--- config.mk ---
export PLATFORM = sky130hd
export DESIGN_NAME = e1t_tx_ctrl
export DESIGN_NICKNAME = d
export VERILOG_FILES = /design/src/inc/e1t_pkg.sv /design/src/rtl/e1t_sync2.sv /design/src/rtl/e1t_tx_ctrl.sv
export SDC_FILE = /design/constraint.sdc
export NUM_CORES = 1
export LEC_CHECK = 0
export ABC_CLOCK_PERIOD_IN_PS = 12600
export BUFFER_PORTS_ARGS = -buffer_cell sky130_fd_sc_hd__buf_2
export CAP_MARGIN = 20
export CELL_PAD_IN_SITES_DETAIL_PLACEMENT = 0
export CELL_PAD_IN_SITES_GLOBAL_PLACEMENT = 2
export CORE_MARGIN = 4
export CORE_UTILIZATION = 25
export DETAILED_ROUTE_END_ITERATION = 12
export HOLD_SLACK_MARGIN = 0.05
export PLACE_DENSITY_LB_ADDON = 0.1
export SYNTH_ARGS = -nofsm -noshare
export SYNTH_HDL_FRONTEND = slang
export SYNTH_SLANG_ARGS = --single-unit
--- constraint.sdc ---
create_clock -name ref_clk_i -period 12.6 [get_ports ref_clk_i]
set_input_delay 3.15 -clock ref_clk_i [delete_from_list [all_inputs] [get_ports ref_clk_i]]
set_output_delay 3.15 -clock ref_clk_i [all_outputs]
set_load 0.01 [all_outputs]
--- src/inc/e1t_pkg.sv ---
// Purpose: Shared constants for the eight-channel E1 transmit alarm and loopback control
// Assumes: 50 MHz master clock, 8-bit register port with 6-bit address
// Notes: Timing counts are in master clock cycles, except DMO_CYC, which counts transmit clock rises
package e1t_pkg;
   localparam int NCH = 8;
   localparam int AW = 6;
   localparam int DW = 8;
   localparam int MCLK_PERIOD_NS = 20;
   // Register map
   localparam logic [5:0] ADDR_GLOBAL = 6'h00;
   localparam logic [5:0] CTRL_BASE = 6'h10;
   localparam logic [5:0] STAT_BASE = 6'h18;
   // Global register fields
   localparam int GB_HWMODE = 0;
   localparam logic [7:0] GLOBAL_RST = 8'h00;
   // Channel control fields
   localparam int CB_FORCE = 0;
   localparam int CB_AUTO = 1;
   localparam int CB_LALB = 2;
   localparam int CB_RLB = 3;
   localparam int CB_DLB = 4;
   localparam int CB_IE = 5;
   localparam int CB_RXHIZ = 6;
   localparam int CB_TXOFF = 7;
   localparam logic [7:0] CTRL_RST = 8'h00;
   // Channel status fields
   localparam int SB_LOS = 0;
   localparam int SB_DMO = 1;
   localparam int SB_DMOCHG = 2;
   // Timing counts
   localparam logic [4:0] STUCK_CYC = 5'h10;
   localparam logic [7:0] DMO_CYC = 8'h80;
   localparam logic [4:0] AO_DIV = 5'h18;
endpackage

--- src/rtl/e1t_sync2.sv ---
// Purpose: Two-flop synchroniser for a bundle of asynchronous levels
// Assumes: Each bit is an independent level
// Notes: First stage feeds only the second stage
`timescale 1ns/100ps
module e1t_sync2 #(
   parameter int W = 1
) (
   input wire logic clk_i, // Sampling clock
   input wire logic rst_n_i, // Active-low async reset
   input wire logic [W-1:0] d_i, // Asynchronous levels
   output logic [W-1:0] q_o // Synchronised levels
);
   logic [W-1:0] meta_r;
   logic [W-1:0] sync_r;

   always_ff @(posedge clk_i or negedge rst_n_i) begin
      if (!rst_n_i) begin
         meta_r <= '0;
         sync_r <= '0;
      end else begin
         meta_r <= d_i;
         sync_r <= meta_r;
      end
   end

   assign q_o = sync_r;
endmodule

--- src/rtl/e1t_tx_ctrl.sv ---
// Purpose: Per-channel all-ones, clock-stuck, driver monitor and loopback control for eight E1 channels
// Assumes: Line-side rails are digital pulse levels; all line and framer pin inputs are asynchronous to ref_clk_i, the register port is synchronous
// Notes: Transmit rails are taken on the falling edge of the transmit clock as seen by ref_clk_i
//
// Strobed register access and the register addresses were chosen for this implementation.
`timescale 1ns/100ps
module e1t_tx_ctrl
   import e1t_pkg::*;
(
   input wire logic ref_clk_i, // Master clock, 50 MHz
   input wire logic reset_n_i, // Async reset, active low
   input wire logic [AW-1:0] addr_i, // Register address
   input wire logic [DW-1:0] wr_data_i, // Register write data
   input wire logic wr_i, // Write strobe
   input wire logic rd_i, // Read strobe
   output logic [DW-1:0] rd_data_o, // Read data, cycle after strobe
   input wire logic [NCH-1:0] tx_line_clock_i, // System transmit clock per channel
   input wire logic [NCH-1:0] tx_pos_rail_i, // System transmit positive rail
   input wire logic [NCH-1:0] tx_neg_rail_i, // System transmit negative rail
   input wire logic [NCH-1:0] rx_line_in_a_i, // Sliced receive line, positive pulses
   input wire logic [NCH-1:0] rx_line_in_b_i, // Sliced receive line, negative pulses
   input wire logic [NCH-1:0] rx_rec_clk_i, // Recovered receive clock
   input wire logic [NCH-1:0] rx_loss_of_signal_i, // Receive loss of signal from slicer
   output logic [NCH-1:0] tx_line_out_a_o, // Transmit line positive pulse
   output logic [NCH-1:0] tx_line_out_b_o, // Transmit line negative pulse
   output logic [NCH-1:0] tx_line_oe_n_o, // Transmit driver enable, low drives
   output logic [NCH-1:0] rx_pos_rail_o, // Receive positive rail to system
   output logic [NCH-1:0] rx_neg_rail_o, // Receive negative rail to system
   output logic [NCH-1:0] rx_clk_o, // Receive clock to system
   output logic [NCH-1:0] rx_hiz_o, // Receiver termination high impedance
   output logic [NCH-1:0] los_alarm_o, // Loss of signal alarm pin
   output logic [NCH-1:0] driver_fail_flag_o, // Driver fail alarm pin
   output logic int_n_o // Interrupt, active low
);
   logic rst_q1_r;
   logic rst_n;
   logic [7*NCH-1:0] sync_q;
   logic [NCH-1:0] tx_line_clock_s, txp_s, txn_s, rxa_s, rxb_s, rxc_s, los_s;

   // Channel state
   logic [NCH-1:0] tx_line_clock_p_r, tx_line_clock_p_nxt;
   logic [4:0] lvl_cnt_r [NCH];
   logic [4:0] lvl_cnt_nxt [NCH];
   logic [4:0] div_cnt_r [NCH];
   logic [4:0] div_cnt_nxt [NCH];
   logic [7:0] dmo_cnt_r [NCH];
   logic [7:0] dmo_cnt_nxt [NCH];
   logic [NCH-1:0] pol_r, pol_nxt;
   logic [NCH-1:0] tx_a_r, tx_a_nxt, tx_b_r, tx_b_nxt, oe_n_r, oe_n_nxt;
   logic [NCH-1:0] rx_pos_r, rx_pos_nxt, rx_neg_r, rx_neg_nxt, rx_clk_r, rx_clk_nxt;
   logic [NCH-1:0] dmo_r, dmo_nxt, los_r, los_nxt, hiz_r, hiz_nxt;
   logic [NCH-1:0] stuck_lo, stuck_hi, ao_act, tick, rise, pulse, dmo_chg;

   // Register state
   logic [7:0] glob_r, glob_nxt;
   logic [7:0] ctrl_r [NCH];
   logic [7:0] ctrl_nxt [NCH];
   logic [NCH-1:0] sticky_r, sticky_nxt;
   logic [DW-1:0] rd_data_r, rd_data_nxt;
   logic int_n_r, int_n_nxt;
   logic hw_mode;

   function automatic logic addr_hit(input logic [AW-1:0] a, input logic [AW-1:0] base, input int idx);
      addr_hit = (a == (base + AW'(idx)));
   endfunction

   // Reset release through two flops; assertion stays asynchronous
   always_ff @(posedge ref_clk_i or negedge reset_n_i) begin
      if (!reset_n_i) begin
         rst_q1_r <= 1'b0;
         rst_n <= 1'b0;
      end else begin
         rst_q1_r <= 1'b1;
         rst_n <= rst_q1_r;
      end
   end

   e1t_sync2 #(.W(7*NCH)) u_sync (
      .clk_i(ref_clk_i),
      .rst_n_i(rst_n),
      .d_i({tx_line_clock_i, tx_pos_rail_i, tx_neg_rail_i, rx_line_in_a_i, rx_line_in_b_i,
            rx_rec_clk_i, rx_loss_of_signal_i}),
      .q_o(sync_q)
   );
   assign {tx_line_clock_s, txp_s, txn_s, rxa_s, rxb_s, rxc_s, los_s} = sync_q;
   assign hw_mode = glob_r[GB_HWMODE];

   always_comb begin
      for (int c = 0; c < NCH; c++) begin
         tx_line_clock_p_nxt[c] = tx_line_clock_s[c];
         // Count consecutive master cycles at one transmit clock level
         if (tx_line_clock_s[c] != tx_line_clock_p_r[c]) begin
            lvl_cnt_nxt[c] = 5'h01;
         end else if (lvl_cnt_r[c] == STUCK_CYC) begin
            lvl_cnt_nxt[c] = lvl_cnt_r[c];
         end else begin
            lvl_cnt_nxt[c] = lvl_cnt_r[c] + 5'h01;
         end
         stuck_lo[c] = hw_mode && (lvl_cnt_r[c] == STUCK_CYC) && !tx_line_clock_s[c];
         stuck_hi[c] = hw_mode && (lvl_cnt_r[c] == STUCK_CYC) && tx_line_clock_s[c];
         // Master-timed bit rate while the transmit clock is held high
         if (stuck_hi[c] && (div_cnt_r[c] != AO_DIV - 5'h01)) begin
            div_cnt_nxt[c] = div_cnt_r[c] + 5'h01;
         end else begin
            div_cnt_nxt[c] = 5'h00;
         end
         tick[c] = stuck_hi[c] ? (div_cnt_r[c] == AO_DIV - 5'h01) : (tx_line_clock_p_r[c] && !tx_line_clock_s[c]);
         rise[c] = !tx_line_clock_p_r[c] && tx_line_clock_s[c];
         ao_act[c] = ctrl_r[c][CB_FORCE] || (ctrl_r[c][CB_AUTO] && los_s[c]) || stuck_hi[c];

         oe_n_nxt[c] = ctrl_r[c][CB_TXOFF] || stuck_lo[c];
         tx_a_nxt[c] = tx_a_r[c];
         tx_b_nxt[c] = tx_b_r[c];
         pol_nxt[c] = pol_r[c];
         if (ctrl_r[c][CB_RLB]) begin
            // Remote loop owns the line; system clock and rails unused
            tx_a_nxt[c] = rxa_s[c];
            tx_b_nxt[c] = rxb_s[c];
         end else if (tick[c]) begin
            if (ao_act[c]) begin
               // Alternate mark polarity so the all-ones line stays DC free
               tx_a_nxt[c] = !pol_r[c];
               tx_b_nxt[c] = pol_r[c];
               pol_nxt[c] = !pol_r[c];
            end else begin
               tx_a_nxt[c] = txp_s[c];
               tx_b_nxt[c] = txn_s[c];
            end
         end
         pulse[c] = !oe_n_nxt[c] && (tx_a_nxt[c] || tx_b_nxt[c]) && !(tx_a_r[c] || tx_b_r[c]);

         // Driver monitor counts transmit clocks since the last emitted mark
         dmo_nxt[c] = dmo_r[c];
         dmo_cnt_nxt[c] = dmo_cnt_r[c];
         if (pulse[c]) begin
            dmo_cnt_nxt[c] = 8'h00;
            dmo_nxt[c] = 1'b0;
         end else if (rise[c]) begin
            if (dmo_cnt_r[c] == DMO_CYC) begin
               dmo_nxt[c] = 1'b1;
            end else begin
               dmo_cnt_nxt[c] = dmo_cnt_r[c] + 8'h01;
            end
         end
         dmo_chg[c] = dmo_nxt[c] != dmo_r[c];
         los_nxt[c] = los_s[c];
         hiz_nxt[c] = ctrl_r[c][CB_RXHIZ];

         // Receive path runs regardless of termination setting
         if (ctrl_r[c][CB_DLB]) begin
            rx_pos_nxt[c] = txp_s[c];
            rx_neg_nxt[c] = txn_s[c];
            rx_clk_nxt[c] = tx_line_clock_s[c];
         end else if (ctrl_r[c][CB_LALB]) begin
            rx_pos_nxt[c] = tx_a_r[c];
            rx_neg_nxt[c] = tx_b_r[c];
            rx_clk_nxt[c] = tx_line_clock_s[c];
         end else begin
            rx_pos_nxt[c] = rxa_s[c];
            rx_neg_nxt[c] = rxb_s[c];
            rx_clk_nxt[c] = rxc_s[c];
         end
      end
   end

   always_ff @(posedge ref_clk_i or negedge rst_n) begin
      if (!rst_n) begin
         tx_line_clock_p_r <= '0;
         pol_r <= '0;
         tx_a_r <= '0;
         tx_b_r <= '0;
         oe_n_r <= '1;
         rx_pos_r <= '0;
         rx_neg_r <= '0;
         rx_clk_r <= '0;
         dmo_r <= '0;
         los_r <= '0;
         hiz_r <= '0;
         for (int c = 0; c < NCH; c++) begin
            lvl_cnt_r[c] <= 5'h00;
            div_cnt_r[c] <= 5'h00;
            dmo_cnt_r[c] <= 8'h00;
         end
      end else begin
         tx_line_clock_p_r <= tx_line_clock_p_nxt;
         pol_r <= pol_nxt;
         tx_a_r <= tx_a_nxt;
         tx_b_r <= tx_b_nxt;
         oe_n_r <= oe_n_nxt;
         rx_pos_r <= rx_pos_nxt;
         rx_neg_r <= rx_neg_nxt;
         rx_clk_r <= rx_clk_nxt;
         dmo_r <= dmo_nxt;
         los_r <= los_nxt;
         hiz_r <= hiz_nxt;
         lvl_cnt_r <= lvl_cnt_nxt;
         div_cnt_r <= div_cnt_nxt;
         dmo_cnt_r <= dmo_cnt_nxt;
      end
   end

   always_comb begin
      glob_nxt = glob_r;
      rd_data_nxt = '0;
      if (wr_i && (addr_i == ADDR_GLOBAL)) begin
         glob_nxt = wr_data_i;
      end
      if (rd_i && (addr_i == ADDR_GLOBAL)) begin
         rd_data_nxt = glob_r;
      end
      for (int c = 0; c < NCH; c++) begin
         ctrl_nxt[c] = ctrl_r[c];
         if (wr_i && addr_hit(addr_i, CTRL_BASE, c)) begin
            ctrl_nxt[c] = wr_data_i;
         end
         if (rd_i && addr_hit(addr_i, CTRL_BASE, c)) begin
            rd_data_nxt = ctrl_r[c];
         end
         sticky_nxt[c] = sticky_r[c];
         if (rd_i && addr_hit(addr_i, STAT_BASE, c)) begin
            rd_data_nxt = '0;
            rd_data_nxt[SB_LOS] = los_r[c];
            rd_data_nxt[SB_DMO] = dmo_r[c];
            rd_data_nxt[SB_DMOCHG] = sticky_r[c];
            sticky_nxt[c] = 1'b0;
         end
         // A change in the same cycle as the read is kept
         if (dmo_chg[c]) begin
            sticky_nxt[c] = 1'b1;
         end
      end
      int_n_nxt = 1'b1;
      for (int c = 0; c < NCH; c++) begin
         if (sticky_r[c] && ctrl_r[c][CB_IE]) begin
            int_n_nxt = 1'b0;
         end
      end
   end

   always_ff @(posedge ref_clk_i or negedge rst_n) begin
      if (!rst_n) begin
         glob_r <= GLOBAL_RST;
         sticky_r <= '0;
         rd_data_r <= '0;
         int_n_r <= 1'b1;
         for (int c = 0; c < NCH; c++) begin
            ctrl_r[c] <= CTRL_RST;
         end
      end else begin
         glob_r <= glob_nxt;
         sticky_r <= sticky_nxt;
         rd_data_r <= rd_data_nxt;
         int_n_r <= int_n_nxt;
         ctrl_r <= ctrl_nxt;
      end
   end

   assign tx_line_out_a_o = tx_a_r;
   assign tx_line_out_b_o = tx_b_r;
   assign tx_line_oe_n_o = oe_n_r;
   assign rx_pos_rail_o = rx_pos_r;
   assign rx_neg_rail_o = rx_neg_r;
   assign rx_clk_o = rx_clk_r;
   assign rx_hiz_o = hiz_r;
   assign los_alarm_o = los_r;
   assign driver_fail_flag_o = dmo_r;
   assign int_n_o = int_n_r;
   assign rd_data_o = rd_data_r;

   localparam int AO_WIN = 30;

   for (genvar g = 0; g < NCH; g++) begin : g_chk

   end
endmodule

==> flow_metrics.env, run 1 <==
export IMPL_netlist_area_mm2=0.0188
export IMPL_worstPathCellList="buf_2 -> nor2b_1 -> nand2_1 -> nor2_1 -> mux2_2"
export IMPL_die_y_um=282
export IMPL_reg2reg_slack_ns=9.53
export IMPL_synth_commonest_cells="426 x dfrtp_1, 176 x nor2_1, 137 x nand2_1, 84 x inv_1, 77 x mux2_2"
export IMPL_crit_type="input port to flop"
export IMPL_core_area_mm2=0.0744
export IMPL_synth_seq_area_share=0.581
export IMPL_wl_met2_mm=23.9
export IMPL_synth_xor_area_frac=0.0485
export IMPL_grt_ovfl_total=0
export IMPL_stdcell_count=2829
export IMPL_maxSlewHeadroom=0.375
export IMPL_postCtsHoldBufs=0
export IMPL_timing_fmax_mhz=199
export IMPL_topRoutingLayerUsed="met5"
export IMPL_cts_tree="built"
export IMPL_cap_violations=0
export IMPL_grt_pass1_wl_mm=82.9
export IMPL_synthAdderAreaFrac=0.0373
export IMPL_post_route_min_period_ns=5.03
export IMPL_drc_errors=0
export IMPL_ys_ff_latch=435
export IMPL_port_buffer_count=154
export IMPL_synth_area_mux_share=0.0634
export IMPL_pwr_share_comb=0.142
export IMPL_setup_slack_ns=7.57
export IMPL_hold_violations=0
export IMPL_crit_slowest_cell="nor2b_1"
export IMPL_start_util=0.252
export IMPL_cts_sinks=435
export IMPL_setup_tns_ns=0
export IMPL_grt_max_degree=145
export IMPL_worst_pin_slew_ns=0.936
export IMPL_syn_nets=1749
export IMPL_power_density_mw_per_mm2=172
export IMPL_vias=12800
export IMPL_area_growth_syn_to_layout_pct=20.3
export IMPL_p_switching_mw=1.12
export IMPL_dp_cells=2723
export IMPL_rsz0062_at_grt="no"
export IMPL_drt_first_iter_violations=672
export IMPL_drtPass1Iterations=8
export IMPL_cts_htree_levels=2
export IMPL_drive_gt1_frac=0.207
export IMPL_preCtsSetupSlack_ns=6.97
export IMPL_worstPathMaxFanout=13
export IMPL_p_int_mw=2.77
export IMPL_synth_cell_types=86
export IMPL_final_net_count=1941
export IMPL_synth_area_per_cell_um2=11.6
export IMPL_clockPowerShare=0.404
export IMPL_clock_root_buffer="clkbuf_16"
export IMPL_end_kind="flop"
export IMPL_synth_top_area_frac=0.568
export IMPL_yosys_warnings=0
export IMPL_wl_met1_mm=26.2
export IMPL_synth_compound_area_frac=0.0919
export IMPL_cts_made_buffers=54
export IMPL_yosys_area_share_simple=0.153
export IMPL_clk_path_buf_depth=3
export IMPL_wl_mm=54.0
export IMPL_finalCritPeriodShare=0.400
export IMPL_crit_path_max_incr_delay_ns=0.78
export IMPL_grt_use_total=0.136
export IMPL_start_kind="input port"
export IMPL_finalWeightedCongestion=0.796
export IMPL_ir_drop_v=0.0000939
export IMPL_fp_row_count=100
export IMPL_finClkSkew_ns=0.0269
export IMPL_dpl_hpwl_mm=38.4
export IMPL_setup_viol=0
export IMPL_clk_pin_slew_ns=0.06
export IMPL_synth_top_area_cell="dfrtp_1"
export IMPL_die_area_mm2=0.0795
export IMPL_seqPwrFrac=0.454
export IMPL_power_mw=3.89
export IMPL_synthTopCellsByArea="dfrtp_1 57%, mux2_2 4.6%, ha_1 3.7%"
export IMPL_status="finished clean"
export IMPL_cts_resized=0
export IMPL_postCtsSetupBuffers=0
export IMPL_utilization=0.303
export IMPL_grt_pass1_vias=13400
export IMPL_die_x_um=282
export IMPL_arrival_ns=5.51
export IMPL_viasPerCell=4.54
export IMPL_ys_flop_type="dfrtp_1"
export IMPL_worst_hold_path_type="flop to asynchronous set/reset pin"
export IMPL_num_io_pins=155
export IMPL_clk_latency_ns=0.61
export IMPL_leakage_nw=10.2
export IMPL_wl_met3_mm=2.53
export IMPL_worst_ep_required_time_ns=13.08
export IMPL_syn_inst=1619
export IMPL_switching_share=0.288
export IMPL_synth_top_family_by_area="simple AND/OR/NAND/NOR gates"
export IMPL_synth_most_common_cell="dfrtp_1"
export IMPL_slew_violations=0
export IMPL_synth_edf_count=0
export IMPL_antenna_found_initial=7
export IMPL_async_reset_ff_frac=1.00
export IMPL_ant_nets=0
export IMPL_post_drt_wl_per_cell_um=19.1
==> worst paths after layout <==
kind | startpoint | depth (start not counted) | to
worst max-delay path | addr_i[4] | 5 | ctrl_r[25]$_DFFE_PN0P_
worst min-delay path | rst_n$_DFF_PN0_ | 0 | u_sync.meta_r[53]$_DFF_PN0_
worst max register to register | rst_n$_DFF_PN0_ | 3 | div_cnt_r[15]$_DFF_PN0_
worst min register to register | rst_n$_DFF_PN0_ | 0 | u_sync.meta_r[53]$_DFF_PN0_
max in group asynchronous | rst_n$_DFF_PN0_ | 3 | div_cnt_r[15]$_DFF_PN0_
min in group ref_clk_i | u_sync.meta_r[7]$_DFF_PN0_ | 0 | u_sync.q_o[7]$_DFF_PN0_
==> logic make-up (layout without fill, tap and decap cells) <==
logic type / after synthesis / in the layout
and+or+nand+nor: 556 / 556
DFF: 435 / 435
AOI/OAI and AO/OA: 247 / 247
buffers and inverters: 112 / 349
muxes: 108 / 108
xor gates and xnor gates: 104 / 104
adders and majority gates: 56 / 56
other: 1 / 5
==> power groups by stage <==
stage / Clock, mW / Sequential [mW] / Combinational (mW)
floorplan: 0 / 1.76 / 0.355
global placement: 0 / 1.80 / 0.560
detailed placement: 0 / 1.79 / 0.562
CTS: 1.65 / 1.77 / 0.566
global route: 1.70 / 1.79 / 0.627
finish: 1.57 / 1.77 / 0.552
==> layer usage <==
metal  GRT usage  up-vias
li1            -     6088
met1       0.196     6425
met2       0.206      242
met3      0.0286       86
met4      0.0385        6
met5           0        -
==> critical path, delay by kind of cell <==
kind                   cells  cell delay (ns)
AND/OR/NAND/NOR            3             1.74
buffers and inverters      1             0.21
multiplexers               1             0.41
==> placed cells by master, fill, tap and decap left out, drive strengths merged, types with 56 or more instances in the layout <==
cell / Yosys / routed
o21ai: 69 / 69
mux2: 77 / 77
ha: 56 / 56
nand3: 59 / 59
clkbuf: 12 / 82
inv: 84 / 84
dfrtp: 426 / 426
nor2: 176 / 176
buf: 16 / 164
nand2: 137 / 137
==> registers in the layout, indices dropped and copies added (netlist names), 40 cells and up <==
name	count
div_cnt_r	40
u_sync.q_o	56
lvl_cnt_r	40
dmo_cnt_r	64
u_sync.meta_r	56
ctrl_r	64
==> stage by stage <==
stage	area (um2)	hold WS (ns)
after floorplan	18800	0.331
after global placement	20700	0.333
after detailed placement	20700	0.335
after CTS	22500	0.347
after global routing	22600	0.352
final	22600	0.325
==> area by class of cell <==
class                           count  area [um2]
Sequential cell                   435       10900
Antenna cell                        4        10.0
Inverter                           84         315
Fill cell                        7612       51900
Clock buffer                       82        1680
Timing Repair Buffer              164         878
Clock inverter                     19         173
Tap cell                          969        1210
Multi-Input combinational cell   1072        7400
Power figures use the tool's default switching activity.
==> run 2: changes to the inputs <==
--- a/config.mk
+++ b/config.mk
@@ -5,7 +5,7 @@
 export SDC_FILE = /design/constraint.sdc
 export NUM_CORES = 1
 export LEC_CHECK = 0
-export ABC_CLOCK_PERIOD_IN_PS = 12600
+export ABC_CLOCK_PERIOD_IN_PS = 4400
 export BUFFER_PORTS_ARGS = -buffer_cell sky130_fd_sc_hd__buf_2
 export CAP_MARGIN = 20
 export CELL_PAD_IN_SITES_DETAIL_PLACEMENT = 0
==> constraint.sdc (replaced) <==
create_clock -name ref_clk_i -period 4.4 [get_ports ref_clk_i]
set_input_delay 1.1 -clock ref_clk_i [delete_from_list [all_inputs] [get_ports ref_clk_i]]
set_output_delay 1.1 -clock ref_clk_i [all_outputs]
set_load 0.01 [all_outputs]
==> flow_metrics.env, run 2 (synthesis results as in run 1) <==
export IMPL_cts_htree_levels=2
export IMPL_reg2reg_slack_ns=1.45
export IMPL_worst_hold_path_type="input port to asynchronous set/reset pin"
export IMPL_area_growth_syn_to_layout_pct=20.5
export IMPL_drive_gt1_frac=0.206
export IMPL_p_switching_mw=3.21
export IMPL_utilization=0.304
export IMPL_worstPathMaxFanout=14
export IMPL_finClkSkew_ns=0.0151
export IMPL_reg_top3="ctrl_r (64), dmo_cnt_r (64)"
export IMPL_nFillCells=7606
export IMPL_worstPathCellList="buf_4 -> nand2_1 -> o21ai_1 -> a211oi_1 -> o41ai_2 -> o21a_1 -> o211ai_2"
export IMPL_rsz0062_at_grt="no"
export IMPL_die_y_um=282
export IMPL_die_area_mm2=0.0795
export IMPL_setup_viol=0
export IMPL_postCtsHoldBufs=0
export IMPL_pwr_share_comb=0.142
export IMPL_timing_rr_start="glob_r[0]$_DFFE_PN0P_"
export IMPL_post_route_min_period_ns=2.95
export IMPL_cap_violations=0
export IMPL_grt_use_total=0.138
export IMPL_end_kind="flop"
export IMPL_finalCritPeriodShare=0.671
export IMPL_cts_resized=0
export IMPL_layout_common_cells="425 x dfrtp_1, 176 x nor2_1, 154 x buf_2"
export IMPL_fp_row_count=100
export IMPL_start_util=0.252
export IMPL_power_density_mw_per_mm2=493
export IMPL_r2r_end="sticky_r[4]$_DFFE_PN0P_"
export IMPL_core_area_mm2=0.0744
export IMPL_worst_pin_slew_ns=0.955
export IMPL_switching_share=0.289
export IMPL_hold_violations=0
export IMPL_die_x_um=282
export IMPL_whs_ns=0.275
export IMPL_worst_ep_required_time_ns=4.85
export IMPL_port_buffer_count=154
export IMPL_viasPerCell=4.52
export IMPL_seqPwrFrac=0.455
export IMPL_cts_made_buffers=54
export IMPL_dpl_hpwl_mm=39.0
export IMPL_crit_path_max_incr_delay_ns=0.97
export IMPL_clockPowerShare=0.403
export IMPL_leakage_nw=10.2
export IMPL_arrival_ns=3.40
export IMPL_start_kind="flop"
export IMPL_slew_violations=0
export IMPL_drtPass1Iterations=5
export IMPL_antenna_found_initial=13
export IMPL_crit_slowest_cell="dfrtp_1"
export IMPL_grt_max_degree=97
export IMPL_maxSlewHeadroom=0.363
export IMPL_cts_sinks=435
export IMPL_clock_root_buffer="clkbuf_16"
export IMPL_timing_fmax_mhz=339
export IMPL_setup_tns_ns=0
export IMPL_post_drt_wl_per_cell_um=19.2
export IMPL_ant_nets=0
export IMPL_status="finished clean"
export IMPL_clk_latency_ns=0.60
export IMPL_clk_path_buf_depth=3
export IMPL_final_net_count=1947
export IMPL_grt_pass1_wl_mm=84.0
export IMPL_p_int_mw=7.92
export IMPL_crit_path_start="glob_r[0]$_DFFE_PN0P_"
export IMPL_grt_ovfl_total=0
export IMPL_clk_pin_slew_ns=0.06
export IMPL_drt_first_iter_violations=885
export IMPL_ff2ff_path_depth=7
export IMPL_crit_type="flop to flop"
export IMPL_final_common_cell="dfrtp_1"
export IMPL_num_io_pins=155
export IMPL_finalWeightedCongestion=0.815
export IMPL_drc_errors=0
export IMPL_vias=12800
export IMPL_postCtsSetupBuffers=0
export IMPL_ir_drop_v=0.000266
export IMPL_wl_mm=54.6
export IMPL_cts_tree="built"
export IMPL_grt_pass1_vias=13300
==> run 2: changes by cell type in the layout (fill, tap and decap cells not counted), sizes merged <==
| cell | change |
|---|---|
| buf | +6 |
| clkinv | -6 |
| clkbuf | +3 |
| inv | +2 |
| diode | +5 |
| bufinv | +1 |
==> run 2: critical path: cells and delay by family (launching register included) <==
| kind | cells | cell delay, ns |
|---|---|---|
| AO/OA/AOI/OAI | 5 | 1.41 |
| flip-flops | 1 | 0.97 |
| AND/OR/NAND/NOR | 1 | 0.10 |
| buffers and inverters | 1 | 0.32 |
==> run 2: power by group through the flow <==
stage,Combinational [mW],Sequential [mW],Clock (mW)
finish,1.58,5.07,4.49
global route,1.80,5.15,4.85
CTS,1.63,5.09,4.70
detailed placement,1.62,5.15,0
global placement,1.61,5.16,0
floorplan,1.02,5.03,0
==> run 2: through the flow <==
step	cells	total power, mW	setup slack [ns]	instance area [um2]
6_report	2840	11.1	1.45	22600
3_5_place_dp	2730	6.77	1.00	20800
4_1_cts	2831	11.4	1.39	22600
3_3_place_gp	2730	6.77	1.17	20800
5_1_grt	2833	11.8	1.22	22600
2_1_floorplan	1619	6.04	0.144	18800
==> run 2: worst max path at each step <==
stage	slack, ns	end	cells past startpoint
after CTS	1.39	sticky_r[6]$_DFFE_PN0P_	8
final	1.45	sticky_r[4]$_DFFE_PN0P_	7
after global placement	1.17	ctrl_r[22]$_DFFE_PN0P_	4
after global routing	1.22	sticky_r[4]$_DFFE_PN0P_	7
after detailed placement	1.00	ctrl_r[17]$_DFFE_PN0P_	4
after floorplan	0.14	ctrl_r[0]$_DFFE_PN0P_	0
==> run 2: routing by layer <==
metal	share of wire	vias up	track usage
met5	0.0010	-	0
met2	0.45	246	0.215
met3	0.057	79	0.0335
met1	0.47	6385	0.194
li1	-	6112	-
met4	0.018	8	0.0336
==> run 2: layout make-up <==
class / count / area, um2 / share of cell area
clock buffers: 85 / 1640 / 0.0724
flip-flops and latches: 435 / 10900 / 0.482
inverters: 84 / 315 / 0.0139
well taps: 969 / 1210 / 0.0536
diodes: 9 / 22.5 / 0.000996
clock inverters: 16 / 179 / 0.00791
multi-input cells: 1072 / 7400 / 0.327
repair buffers: 170 / 941 / 0.0416
